`src/hw/ufa_pkg.sv`:
```
`default_nettype none

package ufa_pkg;

   // ----------------------------------------
   // Register map
   // ----------------------------------------
   localparam logic [7:0] OFS_CTRL = 8'h00;
   localparam logic [7:0] OFS_POWER_CONTROL_REG = 8'h04;
   localparam logic [7:0] OFS_DATA = 8'h08;
   localparam logic [7:0] OFS_STAT = 8'h0C;
   localparam logic [7:0] OFS_MASK = 8'h10;
   localparam int unsigned POWER_CONTROL_REG_SEL_BIT = 6;
   localparam int unsigned CTRL_TOP_BIT = 7;
   localparam logic [7:0] CTRL_RST = 8'h00;
   localparam logic IRQ_BIT_RST = 1'h0;
   localparam logic [1:0] RESP_OKAY = 2'h0;
   localparam logic [1:0] RESP_DECERR = 2'h3;

   // ----------------------------------------
   // Interrupt status layout
   // ----------------------------------------
   localparam int unsigned IRQ_W = 3;
   localparam int unsigned IRQ_RX = 0;
   localparam int unsigned IRQ_FE = 1;
   localparam int unsigned IRQ_TX = 2;
   localparam logic [IRQ_W-1:0] IRQ_RST = 3'h0;

   // ----------------------------------------
   // Bit timing: ticks of the 16x baud strobe, then data and frame bit counts
   // ----------------------------------------
   localparam logic [3:0] OVS_LAST = 4'hF;
   localparam logic [3:0] OVS_MID = 4'h7;
   localparam logic [2:0] DATA_LAST = 3'h7;
   localparam logic [3:0] FRAME8_BITS = 4'hA;
   localparam logic [3:0] FRAME9_BITS = 4'hB;

   typedef enum logic [1:0] {
      MODE_SHIFT = 2'h0,
      MODE_UART8 = 2'h1,
      MODE_UART9_FIX = 2'h2,
      MODE_UART9_VAR = 2'h3
   } ufa_mode_t;

   typedef enum logic [4:0] {
      RX_IDLE = 5'h01,
      RX_START = 5'h02,
      RX_DATA = 5'h04,
      RX_NINTH = 5'h08,
      RX_STOP = 5'h10
   } ufa_rx_state_t;

   typedef struct packed {
      logic serial_mode_bit_lo;
      logic serial_mode_bit_hi;
      logic multiproc_enable;
      logic rx_enable;
      logic transmit_ninth_bit;
      logic received_ninth_bit;
      logic transmit_irq_flag;
      logic receive_irq_flag;
   } ufa_ctrl_t;

   typedef struct packed {
      logic [7:0] data;
      logic ninth;
      logic stop;
   } ufa_rx_frame_t;

endpackage

`default_nettype wire

```
`src/hw/ufa_uart_top.sv`:
```
// Chosen here: register access over AXI4-Lite and the register offsets.
`default_nettype none

module ufa_uart_top (
   input wire logic aclk,
   input wire logic aresetn,
   input wire logic [7:0] awaddr,
   input wire logic awvalid,
   output logic awready,
   input wire logic [31:0] wdata,
   input wire logic [3:0] wstrb,
   input wire logic wvalid,
   output logic wready,
   output logic [1:0] bresp,
   output logic bvalid,
   input wire logic bready,
   input wire logic [7:0] araddr,
   input wire logic arvalid,
   output logic arready,
   output logic [31:0] rdata,
   output logic [1:0] rresp,
   output logic rvalid,
   input wire logic rready,
   input wire logic baud_tick,
   input wire logic rxd,
   input wire logic [7:0] given_addr,
   input wire logic [7:0] bcast_addr,
   output logic txd,
   output logic irq
);

   // ----------------------------------------
   // Bus slave
   // ----------------------------------------
   logic aw_have, w_have, wr_commit, rd_take;
   logic [7:0] aw_addr;
   logic [7:0] w_data;
   logic w_lane0;
   logic next_aw_have, next_w_have, next_rvalid;
   logic wr_ctrl, wr_power_control_reg, wr_data, wr_stat, wr_mask, wr_known;

   assign wr_commit = aw_have & w_have & ~bvalid;
   assign next_aw_have = aw_have ? ~wr_commit : (awvalid & awready);
   assign next_w_have = w_have ? ~wr_commit : (wvalid & wready);
   assign rd_take = arvalid & arready;
   assign next_rvalid = rd_take | (rvalid & ~rready);
   assign wr_ctrl = wr_commit & w_lane0 & (aw_addr == ufa_pkg::OFS_CTRL);
   assign wr_power_control_reg = wr_commit & w_lane0 & (aw_addr == ufa_pkg::OFS_POWER_CONTROL_REG);
   assign wr_data = wr_commit & w_lane0 & (aw_addr == ufa_pkg::OFS_DATA);
   assign wr_stat = wr_commit & w_lane0 & (aw_addr == ufa_pkg::OFS_STAT);
   assign wr_mask = wr_commit & w_lane0 & (aw_addr == ufa_pkg::OFS_MASK);
   assign wr_known = aw_addr inside {ufa_pkg::OFS_CTRL, ufa_pkg::OFS_POWER_CONTROL_REG, ufa_pkg::OFS_DATA,
                                     ufa_pkg::OFS_STAT, ufa_pkg::OFS_MASK};

   always_ff @(posedge aclk) begin
      if (!aresetn) begin
         aw_have <= 1'b0;
         w_have <= 1'b0;
         awready <= 1'b0;
         wready <= 1'b0;
         aw_addr <= '0;
         w_data <= '0;
         w_lane0 <= 1'b0;
      end else begin
         aw_have <= next_aw_have;
         w_have <= next_w_have;
         awready <= ~next_aw_have;
         wready <= ~next_w_have;
         if (awvalid && awready) begin
            aw_addr <= awaddr;
         end
         if (wvalid && wready) begin
            w_data <= wdata[7:0];
            w_lane0 <= wstrb[0];
         end
      end
   end

   always_ff @(posedge aclk) begin
      if (!aresetn) begin
         bvalid <= 1'b0;
         bresp <= ufa_pkg::RESP_OKAY;
      end else if (wr_commit) begin
         bvalid <= 1'b1;
         bresp <= wr_known ? ufa_pkg::RESP_OKAY : ufa_pkg::RESP_DECERR;
      end else if (bready) begin
         bvalid <= 1'b0;
      end
   end

   // ----------------------------------------
   // Serial control and power control
   // ----------------------------------------
   ufa_pkg::ufa_ctrl_t ctrl;
   logic frame_err_flag, bit7_function_select;
   logic [1:0] mode;
   logic rx_done, rx_accept, fe_event, tx_done;
   ufa_pkg::ufa_rx_frame_t rx_frame;
   logic [7:0] rx_buf;

   assign mode = {ctrl.serial_mode_bit_lo, ctrl.serial_mode_bit_hi};

   always_ff @(posedge aclk) begin
      if (!aresetn) begin
         bit7_function_select <= 1'b0;
      end else if (wr_power_control_reg) begin
         bit7_function_select <= w_data[ufa_pkg::POWER_CONTROL_REG_SEL_BIT];
      end
   end

   always_ff @(posedge aclk) begin
      if (!aresetn) begin
         ctrl <= ufa_pkg::CTRL_RST;
      end else begin
         if (wr_ctrl) begin
            // Bit 7 only reaches the mode bit while the selector is clear
            if (!bit7_function_select) begin
               ctrl.serial_mode_bit_lo <= w_data[ufa_pkg::CTRL_TOP_BIT];
            end
            ctrl[6:0] <= w_data[6:0];
         end
         // Hardware sets win over a same-cycle software clear
         if (rx_done && ctrl.rx_enable) begin
            ctrl.received_ninth_bit <= mode[1] ? rx_frame.ninth : rx_frame.stop;
         end
         if (rx_accept) begin
            ctrl.receive_irq_flag <= 1'b1;
         end
         if (tx_done) begin
            ctrl.transmit_irq_flag <= 1'b1;
         end
      end
   end

   always_ff @(posedge aclk) begin
      if (!aresetn) begin
         frame_err_flag <= 1'b0;
      end else if (fe_event) begin
         frame_err_flag <= 1'b1;
      end else if (wr_ctrl && bit7_function_select && !w_data[ufa_pkg::CTRL_TOP_BIT]) begin
         frame_err_flag <= 1'b0;
      end
   end

   // ----------------------------------------
   // Receiver, 16x oversampled
   // ----------------------------------------
   ufa_pkg::ufa_rx_state_t rx_st;
   logic [3:0] rx_cnt;
   logic [2:0] rx_bit;
   logic addr_match, rx_mid, rxd_prev;

   assign rx_mid = baud_tick & (rx_cnt == ufa_pkg::OVS_LAST);
   // Given and broadcast must stay stable while recognition is enabled
   assign addr_match = (rx_frame.data == given_addr) | (rx_frame.data == bcast_addr);

   always_ff @(posedge aclk) begin
      if (!aresetn) begin
         rx_st <= ufa_pkg::RX_IDLE;
         rx_cnt <= '0;
         rx_bit <= '0;
         rx_frame <= '0;
         rx_done <= 1'b0;
         rxd_prev <= 1'b1;
      end else begin
         rx_done <= 1'b0;
         rxd_prev <= rxd;
         if (baud_tick) begin
            rx_cnt <= rx_cnt + 4'h1;
         end
         if (!ctrl.rx_enable) begin
            rx_st <= ufa_pkg::RX_IDLE;
         end else begin
            unique case (rx_st)
               ufa_pkg::RX_IDLE: begin
                  rx_cnt <= '0;
                  // Falling edge only: a line left low by a bad stop bit is no new start
                  if (rxd_prev && !rxd) begin
                     rx_st <= ufa_pkg::RX_START;
                  end
               end
               ufa_pkg::RX_START: begin
                  // Recheck mid start bit so a glitch is not taken as a frame
                  if (baud_tick && rx_cnt == ufa_pkg::OVS_MID) begin
                     rx_cnt <= '0;
                     rx_bit <= '0;
                     rx_st <= rxd ? ufa_pkg::RX_IDLE : ufa_pkg::RX_DATA;
                  end
               end
               ufa_pkg::RX_DATA: begin
                  if (rx_mid) begin
                     rx_frame.data <= {rxd, rx_frame.data[7:1]};
                     rx_bit <= rx_bit + 3'h1;
                     if (rx_bit == ufa_pkg::DATA_LAST) begin
                        rx_st <= mode[1] ? ufa_pkg::RX_NINTH : ufa_pkg::RX_STOP;
                     end
                  end
               end
               ufa_pkg::RX_NINTH: begin
                  if (rx_mid) begin
                     rx_frame.ninth <= rxd;
                     rx_st <= ufa_pkg::RX_STOP;
                  end
               end
               ufa_pkg::RX_STOP: begin
                  if (rx_mid) begin
                     rx_frame.stop <= rxd;
                     rx_done <= 1'b1;
                     rx_st <= ufa_pkg::RX_IDLE;
                  end
               end
            endcase
         end
      end
   end

   // Shift mode still samples a stop bit, but neither error nor recognition applies there
   assign fe_event = rx_done & ~rx_frame.stop & (mode != ufa_pkg::MODE_SHIFT);

   always_comb begin
      rx_accept = rx_done & ctrl.rx_enable;
      if (ctrl.multiproc_enable) begin
         unique case (mode)
            ufa_pkg::MODE_UART8: rx_accept = rx_accept & rx_frame.stop & addr_match;
            ufa_pkg::MODE_UART9_FIX, ufa_pkg::MODE_UART9_VAR:
               rx_accept = rx_accept & rx_frame.ninth & addr_match;
            ufa_pkg::MODE_SHIFT: rx_accept = rx_accept;
         endcase
      end
   end

   always_ff @(posedge aclk) begin
      if (!aresetn) begin
         rx_buf <= '0;
      end else if (rx_accept) begin
         rx_buf <= rx_frame.data;
      end
   end

   // ----------------------------------------
   // Transmitter
   // ----------------------------------------
   logic [10:0] tx_shift;
   logic [3:0] tx_left, tx_cnt;

   always_ff @(posedge aclk) begin
      if (!aresetn) begin
         tx_shift <= '1;
         tx_left <= '0;
         tx_cnt <= '0;
         tx_done <= 1'b0;
         txd <= 1'b1;
      end else begin
         tx_done <= 1'b0;
         txd <= tx_shift[0];
         // A write while busy is dropped; software waits for the transmit flag
         if (wr_data && tx_left == '0) begin
            tx_cnt <= '0;
            if (mode[1]) begin
               tx_shift <= {1'b1, ctrl.transmit_ninth_bit, w_data, 1'b0};
               tx_left <= ufa_pkg::FRAME9_BITS;
            end else begin
               tx_shift <= {2'b11, w_data, 1'b0};
               tx_left <= ufa_pkg::FRAME8_BITS;
            end
         end else if (baud_tick && tx_left != '0) begin
            tx_cnt <= tx_cnt + 4'h1;
            if (tx_cnt == ufa_pkg::OVS_LAST) begin
               tx_shift <= {1'b1, tx_shift[10:1]};
               tx_left <= tx_left - 4'h1;
               tx_done <= (tx_left == 4'h1);
            end
         end
      end
   end

   // ----------------------------------------
   // Interrupts and read path
   // ----------------------------------------
   logic [ufa_pkg::IRQ_W-1:0] irq_stat, irq_mask, irq_ev;
   logic [7:0] ctrl_view, rd_mux;
   logic rd_known;

   assign irq_ev = {tx_done, fe_event, rx_accept};

   generate
      for (genvar i = 0; i < ufa_pkg::IRQ_W; i++) begin : g_irq
         always_ff @(posedge aclk) begin
            if (!aresetn) begin
               irq_stat[i] <= ufa_pkg::IRQ_BIT_RST;
            end else if (irq_ev[i]) begin
               irq_stat[i] <= 1'b1;
            end else if (wr_stat && w_data[i]) begin
               irq_stat[i] <= 1'b0;
            end
         end
      end
   endgenerate

   always_ff @(posedge aclk) begin
      if (!aresetn) begin
         irq_mask <= ufa_pkg::IRQ_RST;
         irq <= 1'b0;
      end else begin
         if (wr_mask) begin
            irq_mask <= w_data[ufa_pkg::IRQ_W-1:0];
         end
         irq <= |(irq_stat & irq_mask);
      end
   end

   assign ctrl_view = {bit7_function_select ? frame_err_flag : ctrl.serial_mode_bit_lo, ctrl[6:0]};

   always_comb begin
      rd_mux = '0;
      rd_known = 1'b1;
      unique case (araddr)
         ufa_pkg::OFS_CTRL: rd_mux = ctrl_view;
         ufa_pkg::OFS_POWER_CONTROL_REG: rd_mux[ufa_pkg::POWER_CONTROL_REG_SEL_BIT] = bit7_function_select;
         ufa_pkg::OFS_DATA: rd_mux = rx_buf;
         ufa_pkg::OFS_STAT: rd_mux[ufa_pkg::IRQ_W-1:0] = irq_stat;
         ufa_pkg::OFS_MASK: rd_mux[ufa_pkg::IRQ_W-1:0] = irq_mask;
         default: rd_known = 1'b0;
      endcase
   end

   always_ff @(posedge aclk) begin
      if (!aresetn) begin
         rvalid <= 1'b0;
         arready <= 1'b0;
         rdata <= '0;
         rresp <= ufa_pkg::RESP_OKAY;
      end else begin
         rvalid <= next_rvalid;
         arready <= ~next_rvalid;
         if (rd_take) begin
            rdata <= {24'h000000, rd_mux};
            rresp <= rd_known ? ufa_pkg::RESP_OKAY : ufa_pkg::RESP_DECERR;
         end
      end
   end
endmodule // ufa_uart_top

`default_nettype wire

```
`config.mk`:
```
export PLATFORM = sky130hd
export DESIGN_NAME = ufa_uart_top
export DESIGN_NICKNAME = d
export VERILOG_FILES = /design/src/hw/ufa_pkg.sv /design/src/hw/ufa_uart_top.sv
export SDC_FILE = /design/constraint.sdc
export NUM_CORES = 1
export LEC_CHECK = 0
export ABC_AREA = 1
export BUFFER_PORTS_ARGS = -buffer_cell sky130_fd_sc_hd__clkbuf_2
export CAP_MARGIN = 20
export CORE_MARGIN = 8
export CORE_UTILIZATION = 58
export DETAILED_ROUTE_END_ITERATION = 16
export PLACE_DENSITY = 0.85
export SLEW_MARGIN = 5
export SYNTH_ARGS = -nofsm -noshare
export SYNTH_HDL_FRONTEND = slang
export SYNTH_SLANG_ARGS = --single-unit
```
`constraint.sdc`:
```
create_clock -name aclk -period 3.8 [get_ports aclk]
set_input_delay 0.38 -clock aclk [delete_from_list [all_inputs] [get_ports aclk]]
set_output_delay 0.38 -clock aclk [all_outputs]
set_load 0.01 [all_outputs]
```
==> run summary, run 1 <==
status - finished, final reports clean
drt pass-1 iters - 5
CTS Buf Count - 9
Max H-tree Level - 3
f_max - 565 MHz
DRT iter0 DRCs - 238
Design Area, Final - 0.00552 mm²
Nets - 831
Pleak - 2.63 nW
total number of vias - 4,420
Final WS setup - 2.03 ns
Cell Area, Synth - 0.00512 mm²
Post-DP HPWL - 8.36 mm
Final ANT Viol Nets - 0
DP Area - 0.00535 mm²
Crit. End Element - flop
worst min path class - input port to flop
EDFF count, synth - 0
Worst Hold End - aw_addr[5]
Setup violations, final - 0
drt wl/cell - 12.7 µm
number of global-route vias before repair - 4,143
WS Path Type - flop to flop
Layout Skew - 0.00773 ns
worst reg2reg path endpoint - tx_left[1]
Area Growth Syn to Fin - 7.77%
largest net degree at the start of global routing - 40
met3 usage in global routing - 0.0343
Worst-Margin Slew - 0.724 ns
antenna cells - 0
Period minus WS final - 1.77 ns
CTS Hold Buffers Added - 0
die area - 0.0121 mm²
Routed WL - 10.9 mm
synth top area cells - dfxtp_1, nand2_1, inv_1
Max transition margin - 0.517
register area share after synthesis - 0.402
Die Span Y - 110 µm
overall power - 1.96 mW
commonest cells in the netlist - nand2_1, dfxtp_1, inv_1
IO Port Bufs - 68
pwr/cell area - 355 mW/mm²
initial antenna violation count - 0
peak supply drop - 0.188 mV
worst-skew pair later-pin latency - 0.37 ns
top-count cell post-synth - nand2_1
post-cts resize count - 0
synthesized flop and latch total - 103
Finished Core Util - 0.639
hold_sp - awaddr[5]
DRC - 0
Via-to-Cell Ratio - 5.15
gpl congestion - 0.859
Hold Path Stages - 3
Post-synth top flop - dfxtp_1
grt ovf - 0
cell taking the most area after synthesis - dfxtp_1
post-synth top area share - 0.402
unrepaired setup endpoints after global routing - no
postcts setup bufs - 0
met1 usage - 0.220
layout cell share with drive strength beyond 1 - 0.168
Fin. Hold Viols - 0
first-pass GRT wire length - 18.2 mm
clk sink count - 103
Fin Hold WS - 0.257 ns
CTS Root Cell - clkbuf_8
R2R Setup Slk - 2.03 ns
Gate Count Post-Synth - 692
CORE AREA - 0.00864 mm²
Slew Limit Fails - 0
CTS tree - yes
Overall Global Routing Usage - 0.184
Initial Utilization - 0.593
Critical Path RT - 4.11 ns
Clock Path Buffers - 2
Startpoint Class - flop
reg2reg path depth - 9
crit path DAT - 2.07 ns
post-synth cell types - 44
period utilization - 0.466
FP Rows - 34
Die Width - 110 µm
max-cap viol count - 0
fraction of registers with async set or reset after synthesis - 0
reg2reg start - tx_left[0]
met2 Track Usage GR - 0.319
yosys warns - 0
Finished Layout Cells - 859
placed cells - 845
busiest grt layer - met2
Worst-path clk slew - 0.09 ns
Max Fanout on Critical Path - 13
worst slack at placement - 1.86 ns
syn avg cell area - 7.40 µm²
# IOs - 120
Sum Neg Setup Slack - 0 ns
[flip-flops by register name, indices dropped and copies added, names as in the netlist, 5 cells and up]
signal	count
rx_frame	10
tx_shift	10
aw_addr	8
ctrl	8
rdata	8
rx_buf	8
w_data	8
rx_st	5
[layout by cell type, fill, tap and decap left out, drive strengths merged]
master   instances
nand3           42
nor2            89
or2              4
clkinv           3
nand2          138
inv             93
o2111ai          1
a21oi           52
dfxtp          103
nor4             1
xor2             4
a31oi            2
o21ai           65
o211ai           9
o22ai            1
o221ai           4
clkbuf          78
xnor2           11
nand3b           1
nor3            12
buf              1
a21o             1
ha               6
nand4            5
bufinv           1
conb            24
[cell families after synthesis]
family / share of synthesized area
compound gates: 0.149
xor+xnor: 0.0256
fa+ha+maj: 0.0147
buf+inv: 0.136
flops: 0.402
other cells: 0.000732
simple gates: 0.272
[routing by layer]
| layer | wire (µm) | up-vias |
|---|---|---|
| met2 | 5220 | 134 |
| met1 | 4670 | 1988 |
| met5 | 0 | - |
| met3 | 813 | 22 |
| li1 | - | 2276 |
| met4 | 208 | 0 |
[critical path: stages, from the launching register on]
cell     delay (ns)
dfxtp_1        0.39
inv_1          0.08
ha_1           0.24
nand3_4        0.13
nand2_2        0.10
nor2_4         0.14
nand3_4        0.18
nand2_4        0.22
o21ai_0        0.10
a21oi_1        0.13
[worst max-delay path by stage]
stage                     from          end  slack (ns)  cells after the start
finish              tx_left[0]   tx_left[1]        2.03                      9
global route        tx_left[0]   tx_left[1]        1.88                      9
CTS                 tx_left[0]   tx_left[1]        2.02                      9
detailed placement     aresetn  tx_shift[1]        1.86                      4
global placement       aresetn  tx_shift[1]        1.89                      4
floorplan           tx_left[0]  tx_shift[0]        2.30                      9
[final cells by class]
class,instances,area (µm²)
clock buffers,10,128
clock inverters,4,48.8
fillers,751,3110
inverters,93,349
multi-input cells,472,2450
flip-flops and latches,103,2060
well taps,108,135
repair buffers,69,348
[report_power, final]
| part | switching [mW] | internal [mW] |
|---|---|---|
| clock | 0.354 | 0.297 |
| combinational | 0.114 | 0.0654 |
| sequential | 0.0220 | 1.10 |
No activity file was read; power rests on OpenSTA's default activity.
==> run 2, diff against run 1 <==
ABC_AREA = 0   (was 1)
CORE_UTILIZATION = 48   (was 58)
PLACE_DENSITY = 0.76   (was 0.85)
clock period = 1.6 ns   (was 3.8 ns; I/O delays follow)
==> run 2 against run 1 <==
The flow now finishes with violations (negative setup slack). Final cell count is 8.0% lower. Via count down 8.3%. Clock skew rose by 0.0034 ns. Flip-flop and latch count unchanged. Wire length rose by 2.1%. Area after synthesis shrank 3.4%. Setup slack got worse by 2.3 ns. Sequential power rose by 130%. Sequential share of layout area decreased by 3.4 points. Critical path depth is 3 lower. Count of clock-buffer cells in the layout shrank 1. Critical endpoint unchanged. Largest power group unchanged.
==> run summary, run 2 <==
DRT iter0 DRCs - 187 (-21%)
Via-to-Cell Ratio - 5.13 (-0.29%)
Final WS setup - -0.232 ns (-2.26 ns)
Overall Global Routing Usage - 0.157 (-0.0267)
CTS Root Cell - clkbuf_8
commonest cells after routing, fill and taps aside - dfxtp_1, nand2_1, clkbuf_2, mux2i_1, buf_4
sequential share of power - 0.574 (-0.002)
Area Growth Syn to Fin - 23.7%
Cell Area, Synth - 0.00495 mm² (-3.4%)
Post-synth top flop - dfxtp_1
commonest non-fill, non-tap cell in the layout - dfxtp_1
post-synth cell types - 51 (+16%)
clk sink count - 103 (unchanged)
f_max - 546 MHz (-3.4%)
Critical Path RT - 1.91 ns (-2.20 ns)
worst-skew pair later-pin latency - 0.37 ns (about the same)
CORE AREA - 0.0102 mm² (+18%)
Filler Cell Count - 874 (+16%)
WS Path Type - flop to flop
Startpoint Class - flop
Layout Skew - 0.0112 ns (+0.00344 ns)
Clock Path Buffers - 2 (unchanged)
Clock power frac - 0.343 (+0.010)
Max H-tree Level - 3 (unchanged)
first-pass GRT wire length - 18.7 mm (+2.9%)
cell taking the most area after synthesis - dfxtp_1
worst reg2reg path endpoint - tx_left[1]
pwr/cell area - 752 mW/mm² (+110%)
CTS tree - yes
Crit. End Element - flop
IO Port Bufs - 68 (unchanged)
hold_sp - wstrb[0]
failing checks - negative setup slack
# IOs - 120 (unchanged)
status - finished, violations left
drt wl/cell - 14.1 µm (+11%)
die area - 0.0138 mm² (+14%)
Slew Limit Fails - 0 (unchanged)
Fin. Hold Viols - 0 (unchanged)
FP Rows - 37 (+8.8%)
worst min path class - input port to flop
overall power - 4.60 mW (+130%)
Pleak - 2.50 nW (-5.0%)
R2R Setup Slk - -0.23 ns (-2.26 ns)
crit path DAT - 2.14 ns (+0.07 ns)
Nets - 732 (-12%)
Sw Pwr - 1.22 mW (+150%)
combinational power share - 0.082 (-0.010)
gpl congestion - 0.841 (-2.0%)
antenna cells - 0 (unchanged)
Final ANT Viol Nets - 0 (unchanged)
number of global-route vias before repair - 4,163 (+0.48%)
yosys warns - 0 (unchanged)
unrepaired setup endpoints after global routing - yes
fraction of registers with async set or reset after synthesis - 0 (unchanged)
reg2reg path depth - 6 (-3)
Post-DP HPWL - 8.23 mm (-1.5%)
post-synth top area share - 0.417 (+0.0144)
Worst-path clk slew - 0.11 ns (+0.02 ns)
commonest cells in the netlist - dfxtp_1, nand2_1, mux2i_1
top flop regs - rx_frame (10), tx_shift (10)
drt pass-1 iters - 4 (-1)
top-count cell post-synth - dfxtp_1
period utilization - 1.15 (+0.679)
Setup violations, final - 35 (+35)
max-cap viol count - 0 (unchanged)
Hold Path Stages - 3 (unchanged)
synthesized flop and latch total - 103 (unchanged)
Int Pwr - 3.38 mW (+130%)
DRC - 0 (unchanged)
sw frac - 0.266 (+0.0151)
Period minus WS final - 1.83 ns (+0.0627 ns)
EDFF count, synth - 0 (unchanged)
peak supply drop - 0.571 mV (+200%)
Die Span Y - 118 µm (+6.8%)
layout cell share with drive strength beyond 1 - 0.301 (+0.133)
total number of vias - 4,053 (-8.3%)
Max Fanout on Critical Path - 6 (-7)
grt ovf - 0 (unchanged)
Gate Count Post-Synth - 548 (-21%)
Worst Hold End - w_lane0
register area share after synthesis - 0.417 (+0.0144)
largest net degree at the start of global routing - 104 (+160%)
Initial Utilization - 0.486 (-0.108)
initial antenna violation count - 0 (unchanged)
CTS Hold Buffers Added - 0 (unchanged)
Routed WL - 11.1 mm (+2.1%)
syn avg cell area - 9.03 µm² (+22%)
CTS Buf Count - 9 (unchanged)
Finished Core Util - 0.601 (-0.0385)
synth top area cells - dfxtp_1, mux2i_1, nand2_1
Die Width - 118 µm (+6.8%)
reg2reg start - aw_addr[1]
==> run 2: cell count changes in the layout (fill, tap and decap cells not counted), sizes merged, moves of 29 or more <==
cell and change:
nor2 -60, nand2 -59, nor2b +29, mux2i +48
o21ai -49, a21oi -41, inv -82, buf +53
==> run 2: kinds of logic (layout without fill, tap and decap cells) <==
| family | count (synthesis) | count (layout) | share of synthesized area |
|---|---|---|---|
| other cells | 1 | 24 | 0.000758 |
| flops | 103 | 103 | 0.417 |
| fa+ha+maj | 6 | 6 | 0.0152 |
| xor+xnor | 24 | 24 | 0.0425 |
| mux | 62 | 62 | 0.130 |
| compound gates | 80 | 80 | 0.111 |
| simple gates | 210 | 210 | 0.216 |
| buf+inv | 62 | 145 | 0.0678 |
==> run 2: per-stage QoR <==
stage | cells | hold WS [ns] | setup TNS, ns | cell area (µm²) | setup WS, ns
floorplan | 571 | 0.261 | -6.17 | 5160 | -0.338
global placement | 768 | 0.393 | -6.82 | 5730 | -0.279
global route | 790 | 0.00825 | -8.76 | 6120 | -0.341
detailed placement | 768 | 0.402 | -8.83 | 5730 | -0.348
CTS | 785 | 0.00823 | -5.72 | 5960 | -0.250
finish | 790 | 0.0132 | -5.67 | 6120 | -0.232
==> run 2: area by class of cell <==
cell class | instances | area, µm² | share of cell area
inverters | 7 | 26.3 | 0.00429
clock buffers | 9 | 124 | 0.0202
flip-flops and latches | 103 | 2080 | 0.340
well taps | 136 | 170 | 0.0278
multi-input cells | 406 | 2850 | 0.465
repair buffers | 122 | 810 | 0.132
clock inverters | 7 | 65.1 | 0.0106
==> run 2: worst max-delay path by stage <==
stage                        to        from  slack, ns  cells after the start
floorplan               ctrl[0]  aw_addr[5]      -0.34                      4
global placement    tx_shift[2]  aw_addr[5]      -0.28                      6
detailed placement  tx_shift[5]  aw_addr[5]      -0.35                      6
CTS                 tx_shift[9]  aw_addr[1]      -0.25                      6
global route        tx_shift[2]  aw_addr[0]      -0.34                      6
finish               tx_left[1]  aw_addr[1]      -0.23                      6
==> run 2: power groups by stage <==
stage | clock, mW | combinational (mW) | sequential, mW
2_1_floorplan | 0 | 0.266 | 2.70
3_3_place_gp | 0 | 0.356 | 2.70
3_5_place_dp | 0 | 0.365 | 2.70
4_1_cts | 1.60 | 0.367 | 2.64
5_1_grt | 1.73 | 0.423 | 2.65
6_report | 1.58 | 0.378 | 2.64
==> run 2: what timing repair did <==
| item | in CTS | in global routing |
|---|---|---|
| setup endpoints to repair | 54 | 62 |
| pin swaps | 4 | 6 |
| buffers inserted | 1 | 5 |
| resized for setup | 9 | 35 |
| endpoints found under the hold margin | 0 | 0 |
==> run 2: critical path, stage by stage (launching register included) <==
cell and delay (ns):
dfxtp_1 0.32, or4_4 0.57, nor4_4 0.25, nand4b_4 0.16, buf_6 0.17, a21oi_1 0.15, o21a_1 0.15
==> run 2: metal layers <==
metal	up-vias	track usage	wire length, µm
li1	2038	-	-
met1	1905	0.184	4910
met2	95	0.279	5620
met3	15	0.0288	411
met4	0	0.0592	193
met5	-	0	0
